<file path="config.mk">
export PLATFORM = sky130hd
export DESIGN_NAME = fpc_host
export DESIGN_NICKNAME = d
export VERILOG_FILES = /design/src/fpc_timer.v /design/src/fpc_host.v
export VERILOG_INCLUDE_DIRS = /design/src
export SDC_FILE = /design/constraint.sdc
export NUM_CORES = 1
export LEC_CHECK = 0
export CORE_ASPECT_RATIO = 0.6
export CORE_MARGIN = 2
export CORE_UTILIZATION = 43
export DETAILED_ROUTE_END_ITERATION = 8
export DONT_BUFFER_PORTS = 1
export PLACE_DENSITY = 0.61
export SYNTH_ARGS = -nofsm -noshare
export SYNTH_HDL_FRONTEND = slang
export SYNTH_SLANG_ARGS = --single-unit
</file>
<file path="constraint.sdc">
create_clock -name CLK_I -period 2.5 [get_ports CLK_I]
set_clock_uncertainty 0.15 [all_clocks]
set_input_delay 0.5 -clock CLK_I [delete_from_list [all_inputs] [get_ports CLK_I]]
set_output_delay 0.5 -clock CLK_I [all_outputs]
set_load 0.1 [all_outputs]
</file>
<file path="src/fpc_regs.vh">
/*
  Constants for the pseudo-SRAM nonvolatile memory host port: geometry,
  command codes and cycle timing at a 100 MHz system clock.
  Assumes it is included by bare name from the host controller files.
*/
`ifndef FPC_REGS_VH
`define FPC_REGS_VH

`define FPC_ADDR_W 18
`define FPC_DATA_W 16
`define FPC_WORDS 262144
`define FPC_CLK_NS 10
// Cycle time, chip-select active time, precharge time and strobe width in ns.
`define FPC_CYCLE_NS 150
`define FPC_ACTIVE_NS 75
`define FPC_PRECHARGE_NS 75
`define FPC_STROBE_NS 20
// Least times round up to whole clock cycles.
`define FPC_CYCLES(ns) (((ns) + `FPC_CLK_NS - 1) / `FPC_CLK_NS)
`define FPC_ACTIVE_CYC `FPC_CYCLES(`FPC_CYCLE_NS)
`define FPC_PRECHARGE_CYC `FPC_CYCLES(`FPC_PRECHARGE_NS)
`define FPC_STROBE_CYC `FPC_CYCLES(`FPC_STROBE_NS)
`define FPC_CNT_W 8
// Command codes on the user port.
`define FPC_CMD_READ 2'h0
`define FPC_CMD_WRITE 2'h1
`define FPC_CMD_CLEAR 2'h2

`endif

</file>
<file path="src/fpc_timer.v">
/*
  Down counter that times each phase of a memory access.
  Assumes a synchronous active-high reset on the shared clock.
*/
`timescale 1ns/1ns
`default_nettype none
`include "fpc_regs.vh"

module fpc_timer #(
  parameter CNT_W = `FPC_CNT_W
) (
  input wire clk_i,
  input wire rst_i,
  input wire load_i,
  input wire [CNT_W-1:0] value_i,
  output wire done_o
);
  reg [CNT_W-1:0] count;

  always @(posedge clk_i) begin
    if (rst_i) begin
      count <= {CNT_W{1'b0}};
    end else if (load_i) begin
      count <= value_i;
    end else if (count != {CNT_W{1'b0}}) begin
      count <= count - {{(CNT_W-1){1'b0}}, 1'b1};
    end
  end

  assign done_o = (count == {CNT_W{1'b0}});
endmodule

`default_nettype wire

</file>
<file path="src/fpc_host.v">
/*
  Host controller that drives a 256K x 16 nonvolatile pseudo-SRAM over its
  asynchronous pins: chip-select controlled reads and writes, byte lanes,
  precharge spacing and the array-clear input.
  Assumes a single 100 MHz clock; pin inputs are synchronous to it and the
  board resolves the data bus from the output enable.
*/
// Functional notes
// 262,144 words selected by 18-bit address.
// Address change under select starts a read.
// One 16-bit two-way data bus.
// Access only with select low, clear high.
// Select rising edge latches write data.
// Write starts strobe fall, latched strobe rise.
// Output enable low drives read data.
// Clear input low zeroes whole array.
// Host holds clear high during accesses.
// Low lanes enable their byte halves.
// Both lanes high: no data, no write.
// Data latched at earlier rising edge.
// Strobe write may show read data briefly.
// Address-change write may show read data.
// Unused byte lanes are held low.
// Precharge follows select rise before next access.
// Select high means standby, pins ignored.
`timescale 1ns/1ns
`default_nettype none
`include "fpc_regs.vh"

module fpc_host #(
  parameter ADDR_W = `FPC_ADDR_W,
  parameter DATA_W = `FPC_DATA_W,
  parameter CNT_W = `FPC_CNT_W,
  parameter [CNT_W-1:0] ACTIVE_CYC = `FPC_ACTIVE_CYC,
  parameter [CNT_W-1:0] PRECHARGE_CYC = `FPC_PRECHARGE_CYC,
  parameter [CNT_W-1:0] STROBE_CYC = `FPC_STROBE_CYC,
  parameter [CNT_W-1:0] CLEAR_CYC = `FPC_PRECHARGE_CYC
) (
  input wire CLK_I,
  input wire SYS_RST_I,
  input wire REQ_VALID_I,
  input wire [1:0] REQ_CMD_I,
  input wire [ADDR_W-1:0] REQ_ADDR_I,
  input wire [DATA_W-1:0] REQ_WDATA_I,
  input wire [1:0] REQ_BYTE_EN_I,
  output reg REQ_READY_O,
  output reg RSP_VALID_O,
  output reg [DATA_W-1:0] RSP_RDATA_O,
  output reg [ADDR_W-1:0] MEM_ADDR_O,
  output reg MEM_CHIP_SEL_N_O,
  output reg MEM_WRITE_N_O,
  output reg MEM_OUT_EN_N_O,
  output reg MEM_LOW_BYTE_LANE_N_O,
  output reg MEM_HIGH_BYTE_LANE_N_O,
  output reg MEM_CLEAR_N_O,
  input wire [DATA_W-1:0] MEM_DATA_I,
  output reg [DATA_W-1:0] MEM_DATA_O,
  output reg MEM_DATA_OE_O
);
  // ==========================================================================
  // State machine
  localparam [4:0] ST_IDLE = 5'h01;
  localparam [4:0] ST_READ = 5'h02;
  localparam [4:0] ST_WRITE = 5'h04;
  localparam [4:0] ST_PRECHARGE = 5'h08;
  localparam [4:0] ST_CLEAR = 5'h10;

  reg [4:0] state;
  reg [4:0] next_state;
  reg timer_load;
  reg [CNT_W-1:0] timer_value;
  reg strobe_high;
  wire timer_done;

  fpc_timer #(
    .CNT_W(CNT_W)
  ) u_timer (
    .clk_i(CLK_I),
    .rst_i(SYS_RST_I),
    .load_i(timer_load),
    .value_i(timer_value),
    .done_o(timer_done)
  );

  // Both lanes high would move no data, so a zero mask is promoted to a
  // whole word; boards that never use byte access see both lanes low.
  function [1:0] fpc_lanes_n;
    input [1:0] byte_en;
    begin
      if (byte_en == 2'h0) begin
        fpc_lanes_n = 2'h0;
      end else begin
        fpc_lanes_n = ~byte_en;
      end
    end
  endfunction

  wire take = REQ_VALID_I && REQ_READY_O;

  always @* begin
    next_state = state;
    timer_load = 1'b0;
    timer_value = ACTIVE_CYC;
    case (state)
      ST_IDLE: begin
        if (take) begin
          timer_load = 1'b1;
          if (REQ_CMD_I == `FPC_CMD_CLEAR) begin
            next_state = ST_CLEAR;
            timer_value = CLEAR_CYC;
          end else if (REQ_CMD_I == `FPC_CMD_WRITE) begin
            next_state = ST_WRITE;
          end else begin
            next_state = ST_READ;
          end
        end
      end
      ST_READ, ST_WRITE: begin
        if (timer_done) begin
          next_state = ST_PRECHARGE;
          timer_load = 1'b1;
          timer_value = PRECHARGE_CYC;
        end
      end
      ST_PRECHARGE, ST_CLEAR: begin
        if (timer_done) begin
          next_state = ST_IDLE;
        end
      end
      default: begin
        next_state = ST_IDLE;
      end
    endcase
  end

  // ==========================================================================
  // Pin drive
  always @(posedge CLK_I) begin
    if (SYS_RST_I) begin
      state <= ST_IDLE;
      REQ_READY_O <= 1'b0;
      RSP_VALID_O <= 1'b0;
      RSP_RDATA_O <= 16'h0000;
      MEM_ADDR_O <= {ADDR_W{1'b0}};
      MEM_CHIP_SEL_N_O <= 1'b1;
      MEM_WRITE_N_O <= 1'b1;
      MEM_OUT_EN_N_O <= 1'b1;
      MEM_LOW_BYTE_LANE_N_O <= 1'b0;
      MEM_HIGH_BYTE_LANE_N_O <= 1'b0;
      MEM_CLEAR_N_O <= 1'b1;
      MEM_DATA_O <= 16'h0000;
      MEM_DATA_OE_O <= 1'b0;
      strobe_high <= 1'b0;
    end else begin
      state <= next_state;
      RSP_VALID_O <= 1'b0;
      REQ_READY_O <= (next_state == ST_IDLE);
      case (state)
        ST_IDLE: begin
          // Select stays high between accesses, so the part idles in
          // standby whatever the other pins do.
          MEM_CHIP_SEL_N_O <= 1'b1;
          MEM_CLEAR_N_O <= 1'b1;
          if (take) begin
            REQ_READY_O <= 1'b0;
            strobe_high <= 1'b0;
            // Address is set in the same edge as select falls: setup is 0 ns.
            MEM_ADDR_O <= REQ_ADDR_I;
            {MEM_HIGH_BYTE_LANE_N_O, MEM_LOW_BYTE_LANE_N_O} <= fpc_lanes_n(REQ_BYTE_EN_I);
            if (REQ_CMD_I == `FPC_CMD_CLEAR) begin
              MEM_CLEAR_N_O <= 1'b0;
            end else if (REQ_CMD_I == `FPC_CMD_WRITE) begin
              // Strobe falls with select; the bus stays undriven for the first cycle only
              // and is driven from the next edge until one cycle after the pulse ends.
              MEM_CHIP_SEL_N_O <= 1'b0;
              MEM_WRITE_N_O <= 1'b0;
              MEM_DATA_O <= REQ_WDATA_I;
            end else begin
              MEM_CHIP_SEL_N_O <= 1'b0;
              MEM_OUT_EN_N_O <= 1'b0;
            end
          end
        end
        ST_WRITE: begin
          MEM_DATA_OE_O <= 1'b1;
          if (timer_done) begin
            // Strobe and select rise together; whichever the part sees first
            // latches the same stable data.
            MEM_WRITE_N_O <= 1'b1;
            MEM_CHIP_SEL_N_O <= 1'b1;
          end
        end
        ST_READ: begin
          if (timer_done) begin
            RSP_RDATA_O <= MEM_DATA_I;
            RSP_VALID_O <= 1'b1;
            MEM_OUT_EN_N_O <= 1'b1;
            MEM_CHIP_SEL_N_O <= 1'b1;
          end
        end
        ST_PRECHARGE: begin
          // Data is held one cycle past the rising edges for hold time.
          MEM_DATA_OE_O <= 1'b0;
          strobe_high <= 1'b1;
        end
        ST_CLEAR: begin
          if (timer_done) begin
            MEM_CLEAR_N_O <= 1'b1;
          end
        end
        default: begin
          MEM_CHIP_SEL_N_O <= 1'b1;
        end
      endcase
    end
  end
endmodule

`default_nettype wire

</file>
==> flow_summary.json, run 1 <==
{
  "drt-initial-drc-count": 200,
  "first_pass_iters": 4,
  "final_nets": 445,
  "clock-sinks": 72,
  "status": "finished, final reports clean",
  "yosys.cell_types.count": 46,
  "worst_slew_pin_slew_ns": 0.9793,
  "slowest_stage": "or4b_1",
  "grt_pass1_vias": 2297,
  "min_period_ns": 2.369,
  "numCtsBuffers": 9,
  "ys.flop_type": "dfxtp_1",
  "cp.required_ns": 2.57,
  "grt.total_usage": 0.1934,
  "power_density_nw_per_um2": 913.3,
  "synth_commonest_cells": "dfxtp_1, nand2_1, nor2_1",
  "place_congestion": 0.8651,
  "cts_max_path_buffers": 2,
  "synth.most_common_cell": "dfxtp_1",
  "die_w_um": 111.3,
  "synth_area_leaders": "dfxtp_1, mux2i_1, nand2_1",
  "relSlewSlack": 0.3462,
  "cts_tree": "built",
  "grt_pass1_wl_um": 11310,
  "hold_viol": 0,
  "routed_via_density": 5.244,
  "ys_async_sr_fraction": 0,
  "antenna_cells": 0,
  "ctsHoldBuffers": 0,
  "hold_path_class": "primary input to register",
  "max_cap_violations": 0,
  "cp_max_fo": 4,
  "clkTransAtPathRegs_ns": 0.06,
  "antenna_found_initial": 0,
  "grt_max_degree": 69,
  "cts_root_buf": "clkbuf_16",
  "synth_edf_count": 0,
  "route.detailed.drc": 0,
  "cp-start-kind": "register",
  "syn_inst": 328,
  "io_buffers": 0,
  "core_area_sq_um": 6676,
  "yosysSeqAreaShare": 0.4857,
  "vias": 2491,
  "synth.top_cell.area_share": 0.4857,
  "path_delay_family": "simple AND/OR/NAND/NOR gates",
  "hpwl_um": 5265,
  "yosys.area.top_type": "dfxtp_1",
  "grt-ovfl-total": 0,
  "synth_warnings": 0,
  "cp_cell_sequence": "inv_1, ha_1, or4b_1, buf_4, nor4_1, nor3_1, a311o_1",
  "arrival_ns": 2.43,
  "syn_avg_cell_area_sq_um": 9.048,
  "clk_latency_ns": 0.33,
  "rsz0062_at_grt": "false",
  "vdd_drop_max_mv": 0.6119,
  "area_growth_pct": 28.67,
  "fp.dieArea_sq_um": 7604,
  "netlist_area_sq_um": 2968,
  "cts_setup_buffers": 0,
  "fmax_ghz": 0.4221,
  "setup_viol_count_final": 0,
  "die_h_um": 68.35,
  "path_buf_inv": 2,
  "cpPeakStageDelay_ns": 0.45,
  "finalWirelength_um": 7385,
  "drive_gt1_frac": 0.2294,
  "wl_per_cell_um": 15.55,
  "finalSetupTns_ns": 0,
  "ant_nets": 0,
  "initial_core_util": 0.4445,
  "ys_ff_latch": 72,
  "htree_num_levels": 3,
  "finalPower_mw": 3.487,
  "slew_viol_final": 0,
  "criticalPathCategory": "register to register",
  "synth_fp_nets": 390,
  "p_leak_nw": 1.633,
  "end_kind": "register",
  "io_pins": 116,
  "post-route-period-util": 0.9476,
  "rows": 23
}
kinds of logic after synthesis:
group,after synthesis,synth area share
AND/OR/NAND/NOR,128,0.2083
flip-flops,72,0.4857
AO/OA/AOI/OAI,53,0.1126
multiplexers,34,0.1147
buffers and inverters,30,0.04005
XOR/XNOR,6,0.01771
adder cells (fa/ha/maj),5,0.02108
sequential cells by signal (all words and copies together) (netlist names), 5 cells and up:
name,cells
state,5
MEM_DATA_O,16
RSP_RDATA_O,16
MEM_ADDR_O,18
u_timer.count,8
worst paths after layout:
check	end	slack [ns]	depth (start not counted)	from
worst min register to register	MEM_ADDR_O[4]$_SDFFE_PP0P_	0.30	2	MEM_ADDR_O[4]$_SDFFE_PP0P_
worst max-delay path	u_timer.count[1]$_SDFFE_PP0P_	0.13	7	u_timer.count[1]$_SDFFE_PP0P_
worst min-delay path	state[3]$_SDFF_PP0_	0.09	1	SYS_RST_I
worst max register to register	u_timer.count[1]$_SDFFE_PP0P_	0.13	7	u_timer.count[1]$_SDFFE_PP0P_
per-stage QoR:
stage	cells	hold WS (ns)	setup slack (ns)	area [sq um]	utilization
after floorplan	328	0.3119	0.06997	2968	-
after global placement	459	0.2861	0.09979	3512	0.5260
after detailed placement	459	0.2969	0.1532	3512	0.5260
after CTS	475	0.07474	0.1276	3814	0.5712
after global routing	475	0.07853	0.02190	3819	0.5720
final	475	0.09382	0.1311	3819	0.5720
cells in the final DEF, fill, tap and decap left out, types with 5 or more instances in the layout:
| cell type | Yosys | routed |
|---|---|---|
| dfxtp_1 | 72 | 72 |
| a21oi_1 | 26 | 26 |
| ha_1 | 5 | 5 |
| o21ai_0 | 5 | 5 |
| nand2_1 | 44 | 44 |
| clkbuf_16 | 0 | 9 |
| xnor2_1 | 5 | 5 |
| or3_1 | 6 | 6 |
| mux2i_1 | 34 | 34 |
| inv_1 | 6 | 6 |
| buf_4 | 0 | 67 |
| nor2_1 | 41 | 40 |
| nor4_1 | 6 | 5 |
worst register-to-register path: cells and delay by family (launching register included):
| family | cells | cell delay [ns] |
|---|---|---|
| buffers and inverters | 2 | 0.27 |
| AOI/OAI and AO/OA | 1 | 0.37 |
| and+or+nand+nor | 3 | 0.97 |
| adders and majority gates | 1 | 0.16 |
| DFF | 1 | 0.33 |
repair_timing:
item	CTS	global route
endpoints found under the setup margin	0	1
endpoints found under the hold margin	0	0
resized for setup	0	1
routing by layer:
metal / global-route usage / wire length [um] / vias to the layer above
li1: - / - / 1252
met1: 0.2573 / 3471 / 1131
met2: 0.2691 / 3134 / 97
met3: 0.08503 / 656 / 11
met4: 0.09105 / 123 / 0
met5: 0 / 0 / -
where the power goes:
group          leakage [nW]  total, mW  switching [mW]  internal [mW]
clock network         0.143       1.28           0.502          0.780
logic                 0.906      0.885           0.589          0.295
registers             0.584       1.32          0.0825           1.24
layout make-up:
class	instances	area (sq um)
tap	87	108.9
fill	618	2858
inverter	6	22.52
timing repair buffer	68	523.0
sequential	72	1441
multi-input combinational	226	1421
clock inverter	7	76.32
clock buffer	9	225.2
(Power assumes the default switching activity.)
==> inputs of run 2 (changes only) <==
--- a/config.mk
+++ b/config.mk
@@ -7,8 +7,9 @@
 export NUM_CORES = 1
 export LEC_CHECK = 0
 export CORE_ASPECT_RATIO = 0.6
-export CORE_MARGIN = 2
+export CORE_MARGIN = 3
 export CORE_UTILIZATION = 43
+export CTS_BUF_LIST = sky130_fd_sc_hd__clkbuf_4
 export DETAILED_ROUTE_END_ITERATION = 8
 export DONT_BUFFER_PORTS = 1
 export PLACE_DENSITY = 0.61
==> flow_summary.json, run 2 (synthesis gave the netlist of run 1 again) <==
{
  "slew_viol_final": 0,
  "hold_path_class": "primary input to register",
  "holdWs_ns": 0.03654,
  "ant_nets": 0,
  "numCtsBuffers": 9,
  "drt-initial-drc-count": 167,
  "power_density_nw_per_um2": 767.1,
  "criticalPathCategory": "register to register",
  "status": "finished, final reports clean",
  "slowest_stage": "or4_4",
  "grt-ovfl-total": 0,
  "finalSetupTns_ns": 0,
  "place_congestion": 0.8118,
  "clk_latency_ns": 0.43,
  "cp-start-kind": "register",
  "finalWirelength_um": 7434,
  "antenna_cells": 0,
  "final_common_cell": "dfxtp_1",
  "initial_core_util": 0.4647,
  "grt_pass1_vias": 2473,
  "first_pass_iters": 5,
  "hpwl_um": 5297,
  "antenna_found_initial": 0,
  "cts_setup_buffers": 0,
  "clock-sinks": 72,
  "cp.required_ns": 2.67,
  "rows": 22,
  "cts_tree": "built",
  "cpPeakStageDelay_ns": 0.48,
  "layout_common_cells": "dfxtp_1, buf_4, nand2_1",
  "worst_slew_pin_slew_ns": 0.9749,
  "routed_via_density": 5.485,
  "placed_cell_area_sq_um": 3496,
  "hold_viol": 0,
  "area_growth_pct": 22.85,
  "vdd_drop_max_mv": 0.4608,
  "core_area_sq_um": 6386,
  "rsz0062_at_grt": "false",
  "grt_max_degree": 64,
  "wl_per_cell_um": 15.68,
  "p_leak_nw": 1.565,
  "fin_ws_ns": 0.1487,
  "io_buffers": 0,
  "grt_pass1_wl_um": 12030,
  "die_h_um": 70.35,
  "post-place-ws_ns": 0.1734,
  "grt.total_usage": 0.1931,
  "path_delay_family": "simple AND/OR/NAND/NOR gates",
  "htree_num_levels": 3,
  "top_register": "MEM_ADDR_O",
  "cp_cell_sequence": "inv_1, ha_1, or4b_1, or4_4, and4_1, a311o_1",
  "path_buf_inv": 1,
  "cts_root_buf": "clkbuf_4",
  "fmax_ghz": 0.4253,
  "end_kind": "register",
  "io_pins": 116,
  "relSlewSlack": 0.3492,
  "fin_area_sq_um": 3646,
  "largest_reg_flops": 18,
  "min_period_ns": 2.351,
  "die_w_um": 113.3,
  "clkTransAtPathRegs_ns": 0.11,
  "route.detailed.drc": 0,
  "vias": 2600,
  "max_cap_violations": 0,
  "fp.dieArea_sq_um": 7967,
  "utilization": 0.5709,
  "final_nets": 447,
  "cts_max_path_buffers": 2,
  "post-route-period-util": 0.9405,
  "setup_viol_count_final": 0,
  "reg.largest.list": "MEM_ADDR_O (18), MEM_DATA_O (16), RSP_RDATA_O (16)",
  "drive_gt1_frac": 0.2282,
  "arrival_ns": 2.53,
  "cp_max_fo": 5
}
run 2: changes by cell type in the layout (fill, tap and decap cells not counted), sizes merged:
cell,delta
inv,-3
buf,+1
clkinv,+5
bufinv,-1
clkinvlp,-1
dlygate4sd3,+1
run 2: repair_timing:
| item | in CTS | in global routing |
|---|---|---|
| hold buffers | 1 | 1 |
| gates resized for setup | 0 | 1 |
| hold endpoints to repair | 63 | 1 |
| setup endpoints to repair | 0 | 1 |
run 2: per-layer routing:
layer | part of all wire | global-route usage | vias up
met5 | 0 | 0 | -
met4 | 0.013 | 0.05867 | 0
met3 | 0.13 | 0.1108 | 9
met2 | 0.42 | 0.2808 | 134
met1 | 0.44 | 0.2416 | 1198
li1 | - | - | 1259
run 2: final cells by class:
type / instances / area, sq um
Timing Repair Buffer: 70 / 548.0
Sequential cell: 72 / 1441
Inverter: 6 / 22.52
Tap cell: 84 / 105.1
Clock inverter: 7 / 38.79
Multi-Input combinational cell: 226 / 1423
Fill cell: 570 / 2740
Clock buffer: 9 / 67.56
run 2: power by group:
part / switching [mW] / leakage (nW) / internal [mW]
registers: 0.0810 / 0.584 / 1.24
logic: 0.590 / 0.920 / 0.293
clock network: 0.404 / 0.0605 / 0.194
total: 1.07 / 1.56 / 1.72
run 2: final timing paths:
check | cells after the start | slack (ns) | end | from
max | 6 | 0.15 | u_timer.count[1]$_SDFFE_PP0P_ | u_timer.count[0]$_SDFFE_PP0P_
min | 2 | 0.04 | MEM_ADDR_O[7]$_SDFFE_PP0P_ | REQ_ADDR_I[7]
max reg2reg | 6 | 0.15 | u_timer.count[1]$_SDFFE_PP0P_ | u_timer.count[0]$_SDFFE_PP0P_
min reg2reg | 2 | 0.32 | MEM_ADDR_O[4]$_SDFFE_PP0P_ | MEM_ADDR_O[4]$_SDFFE_PP0P_
run 2: metrics by stage:
stage          power, mW  cells
6_report           2.797    474
5_1_grt            2.952    474
4_1_cts            2.798    473
3_5_place_dp       2.180    456
3_3_place_gp       2.168    456
2_1_floorplan      2.011    328
==> inputs of run 3 (changes only) <==
==> constraint.sdc (replaced) <==
create_clock -name CLK_I -period 2.3 [get_ports CLK_I]
set_clock_uncertainty 0.15 [all_clocks]
set_input_delay 0.46 -clock CLK_I [delete_from_list [all_inputs] [get_ports CLK_I]]
set_output_delay 0.46 -clock CLK_I [all_outputs]
set_load 0.1 [all_outputs]
==> flow_summary.json, run 3 (synthesis gave the netlist of run 1 again) <==
{
  "ant_nets": 0,
  "htree_num_levels": 3,
  "setup_viol_count_final": 0,
  "area_growth_pct": 30.52,
  "combPwrFrac": 0.352,
  "first_pass_iters": 6,
  "min_period_ns": 2.271,
  "cp.required_ns": 2.47,
  "power_density_nw_per_um2": 829.4,
  "power_switching_mw": 1.212,
  "p_sw_frac": 0.3771,
  "p_leak_nw": 1.671,
  "max_cap_violations": 0,
  "grt_max_degree": 64,
  "fp.dieArea_sq_um": 7967,
  "grt-ovfl-total": 0,
  "antenna_cells": 0,
  "slew_viol_final": 0,
  "grt.total_usage": 0.2005,
  "criticalPathCategory": "register to register",
  "hold_path_class": "primary input to register",
  "finalPower_mw": 3.213,
  "fmax_ghz": 0.4404,
  "wl_per_cell_um": 15.94,
  "die_h_um": 70.35,
  "initial_core_util": 0.4647,
  "p_seq_frac": 0.447,
  "grt_pass1_vias": 2590,
  "io_buffers": 0,
  "reg.largest.list": "MEM_ADDR_O (18), MEM_DATA_O (16), RSP_RDATA_O (16)",
  "hold_viol": 0,
  "clkPwrFrac": 0.201,
  "io_pins": 116,
  "finalSetupTns_ns": 0,
  "die_w_um": 113.3,
  "cp_max_fo": 3,
  "cts_root_buf": "clkbuf_4",
  "drt-initial-drc-count": 195,
  "fin_area_sq_um": 3874,
  "holdWs_ns": 0.03848,
  "post-route-period-util": 0.9873,
  "route.detailed.drc": 0,
  "place_congestion": 0.8675,
  "rows": 22,
  "final_common_cell": "buf_4",
  "top_register": "MEM_ADDR_O",
  "final_nets": 470,
  "finalWirelength_um": 7921,
  "arrival_ns": 2.45,
  "layout_common_cells": "buf_4, dfxtp_1, nand2_1",
  "clk_latency_ns": 0.42,
  "worst_slew_pin_slew_ns": 0.9859,
  "cp-start-kind": "register",
  "largest_reg_flops": 18,
  "relSlewSlack": 0.3418,
  "drive_gt1_frac": 0.2397,
  "core_area_sq_um": 6386,
  "routed_via_density": 5.380,
  "status": "finished, final reports clean",
  "clock-sinks": 72,
  "end_kind": "register",
  "grt_pass1_wl_um": 12840,
  "hpwl_um": 5511,
  "vias": 2674,
  "antenna_found_initial": 0,
  "vdd_drop_max_mv": 0.4317,
  "placed_cell_area_sq_um": 3570,
  "cts_max_path_buffers": 2,
  "cts_setup_buffers": 0,
  "intPower_mw": 2.001,
  "numCtsBuffers": 9,
  "cts_tree": "built",
  "clkTransAtPathRegs_ns": 0.12
}
-- run 3: changes by cell type in the layout (fill, tap and decap cells not counted) --
cell / delta
or4b_1: -1
dfxtp_2: +1
dfxtp_1: -1
buf_12: +1
or4b_4: +1
buf_4: +7
dlygate4sd3_1: +15
-- run 3: stage by stage --
step / worst slack [ns] / utilization / instances
global route: -0.03737 / 0.6066 / 497
global placement: 0.1258 / 0.5590 / 464
detailed placement: 0.08756 / 0.5590 / 464
CTS: 0.07816 / 0.6019 / 495
finish: 0.02912 / 0.6066 / 497
floorplan: 0.01661 / - / 328
-- run 3: final timing paths --
check / start / slack, ns / to / depth (start not counted)
worst max register to register: u_timer.count[1]$_SDFFE_PP0P_ / 0.03 / u_timer.count[1]$_SDFFE_PP0P_ / 6
worst min register to register: MEM_ADDR_O[2]$_SDFFE_PP0P_ / 0.31 / MEM_ADDR_O[2]$_SDFFE_PP0P_ / 2
worst max-delay path: u_timer.count[1]$_SDFFE_PP0P_ / 0.03 / u_timer.count[1]$_SDFFE_PP0P_ / 6
worst min-delay path: REQ_ADDR_I[3] / 0.04 / MEM_ADDR_O[3]$_SDFFE_PP0P_ / 2
-- run 3: worst max-delay path, stage by stage, from the launching register on --
cell     delay [ns]
dfxtp_1        0.35
inv_1          0.08
ha_1           0.17
or4b_4         0.47
or4_4          0.42
and4_1         0.22
a311o_1        0.31
-- run 3: timing repair --
action	4_1_cts	5_1_grt
hold endpoints to repair	63	2
resized for setup	0	2
setup endpoints to repair	0	1
hold buffers	15	2
-- run 3: layout make-up --
cell class | instances | area (sq um)
flip-flops and latches | 72 | 1443
clock buffers | 9 | 67.56
repair buffers | 93 | 770.7
multi-input cells | 226 | 1426
inverters | 6 | 22.52
fillers | 562 | 2512
well taps | 84 | 105.1
clock inverters | 7 | 38.79
-- run 3: metal layers --
metal,vias up,track usage,wire (um),part of all wire
met5,-,0,0,0
met4,0,0.05067,51,0.0064
met3,6,0.09091,893,0.11
met2,131,0.2959,3458,0.44
met1,1243,0.2661,3517,0.44
li1,1294,-,-,-
-- run 3: power groups by stage --
| stage | Clock (mW) | Combinational (mW) | Sequential, mW |
|---|---|---|---|
| after floorplan | 0 | 0.537 | 1.65 |
| after global placement | 0 | 1.01 | 1.45 |
| after detailed placement | 0 | 1.03 | 1.46 |
| after CTS | 0.672 | 1.08 | 1.43 |
| after global routing | 0.737 | 1.22 | 1.45 |
| final | 0.646 | 1.13 | 1.43 |
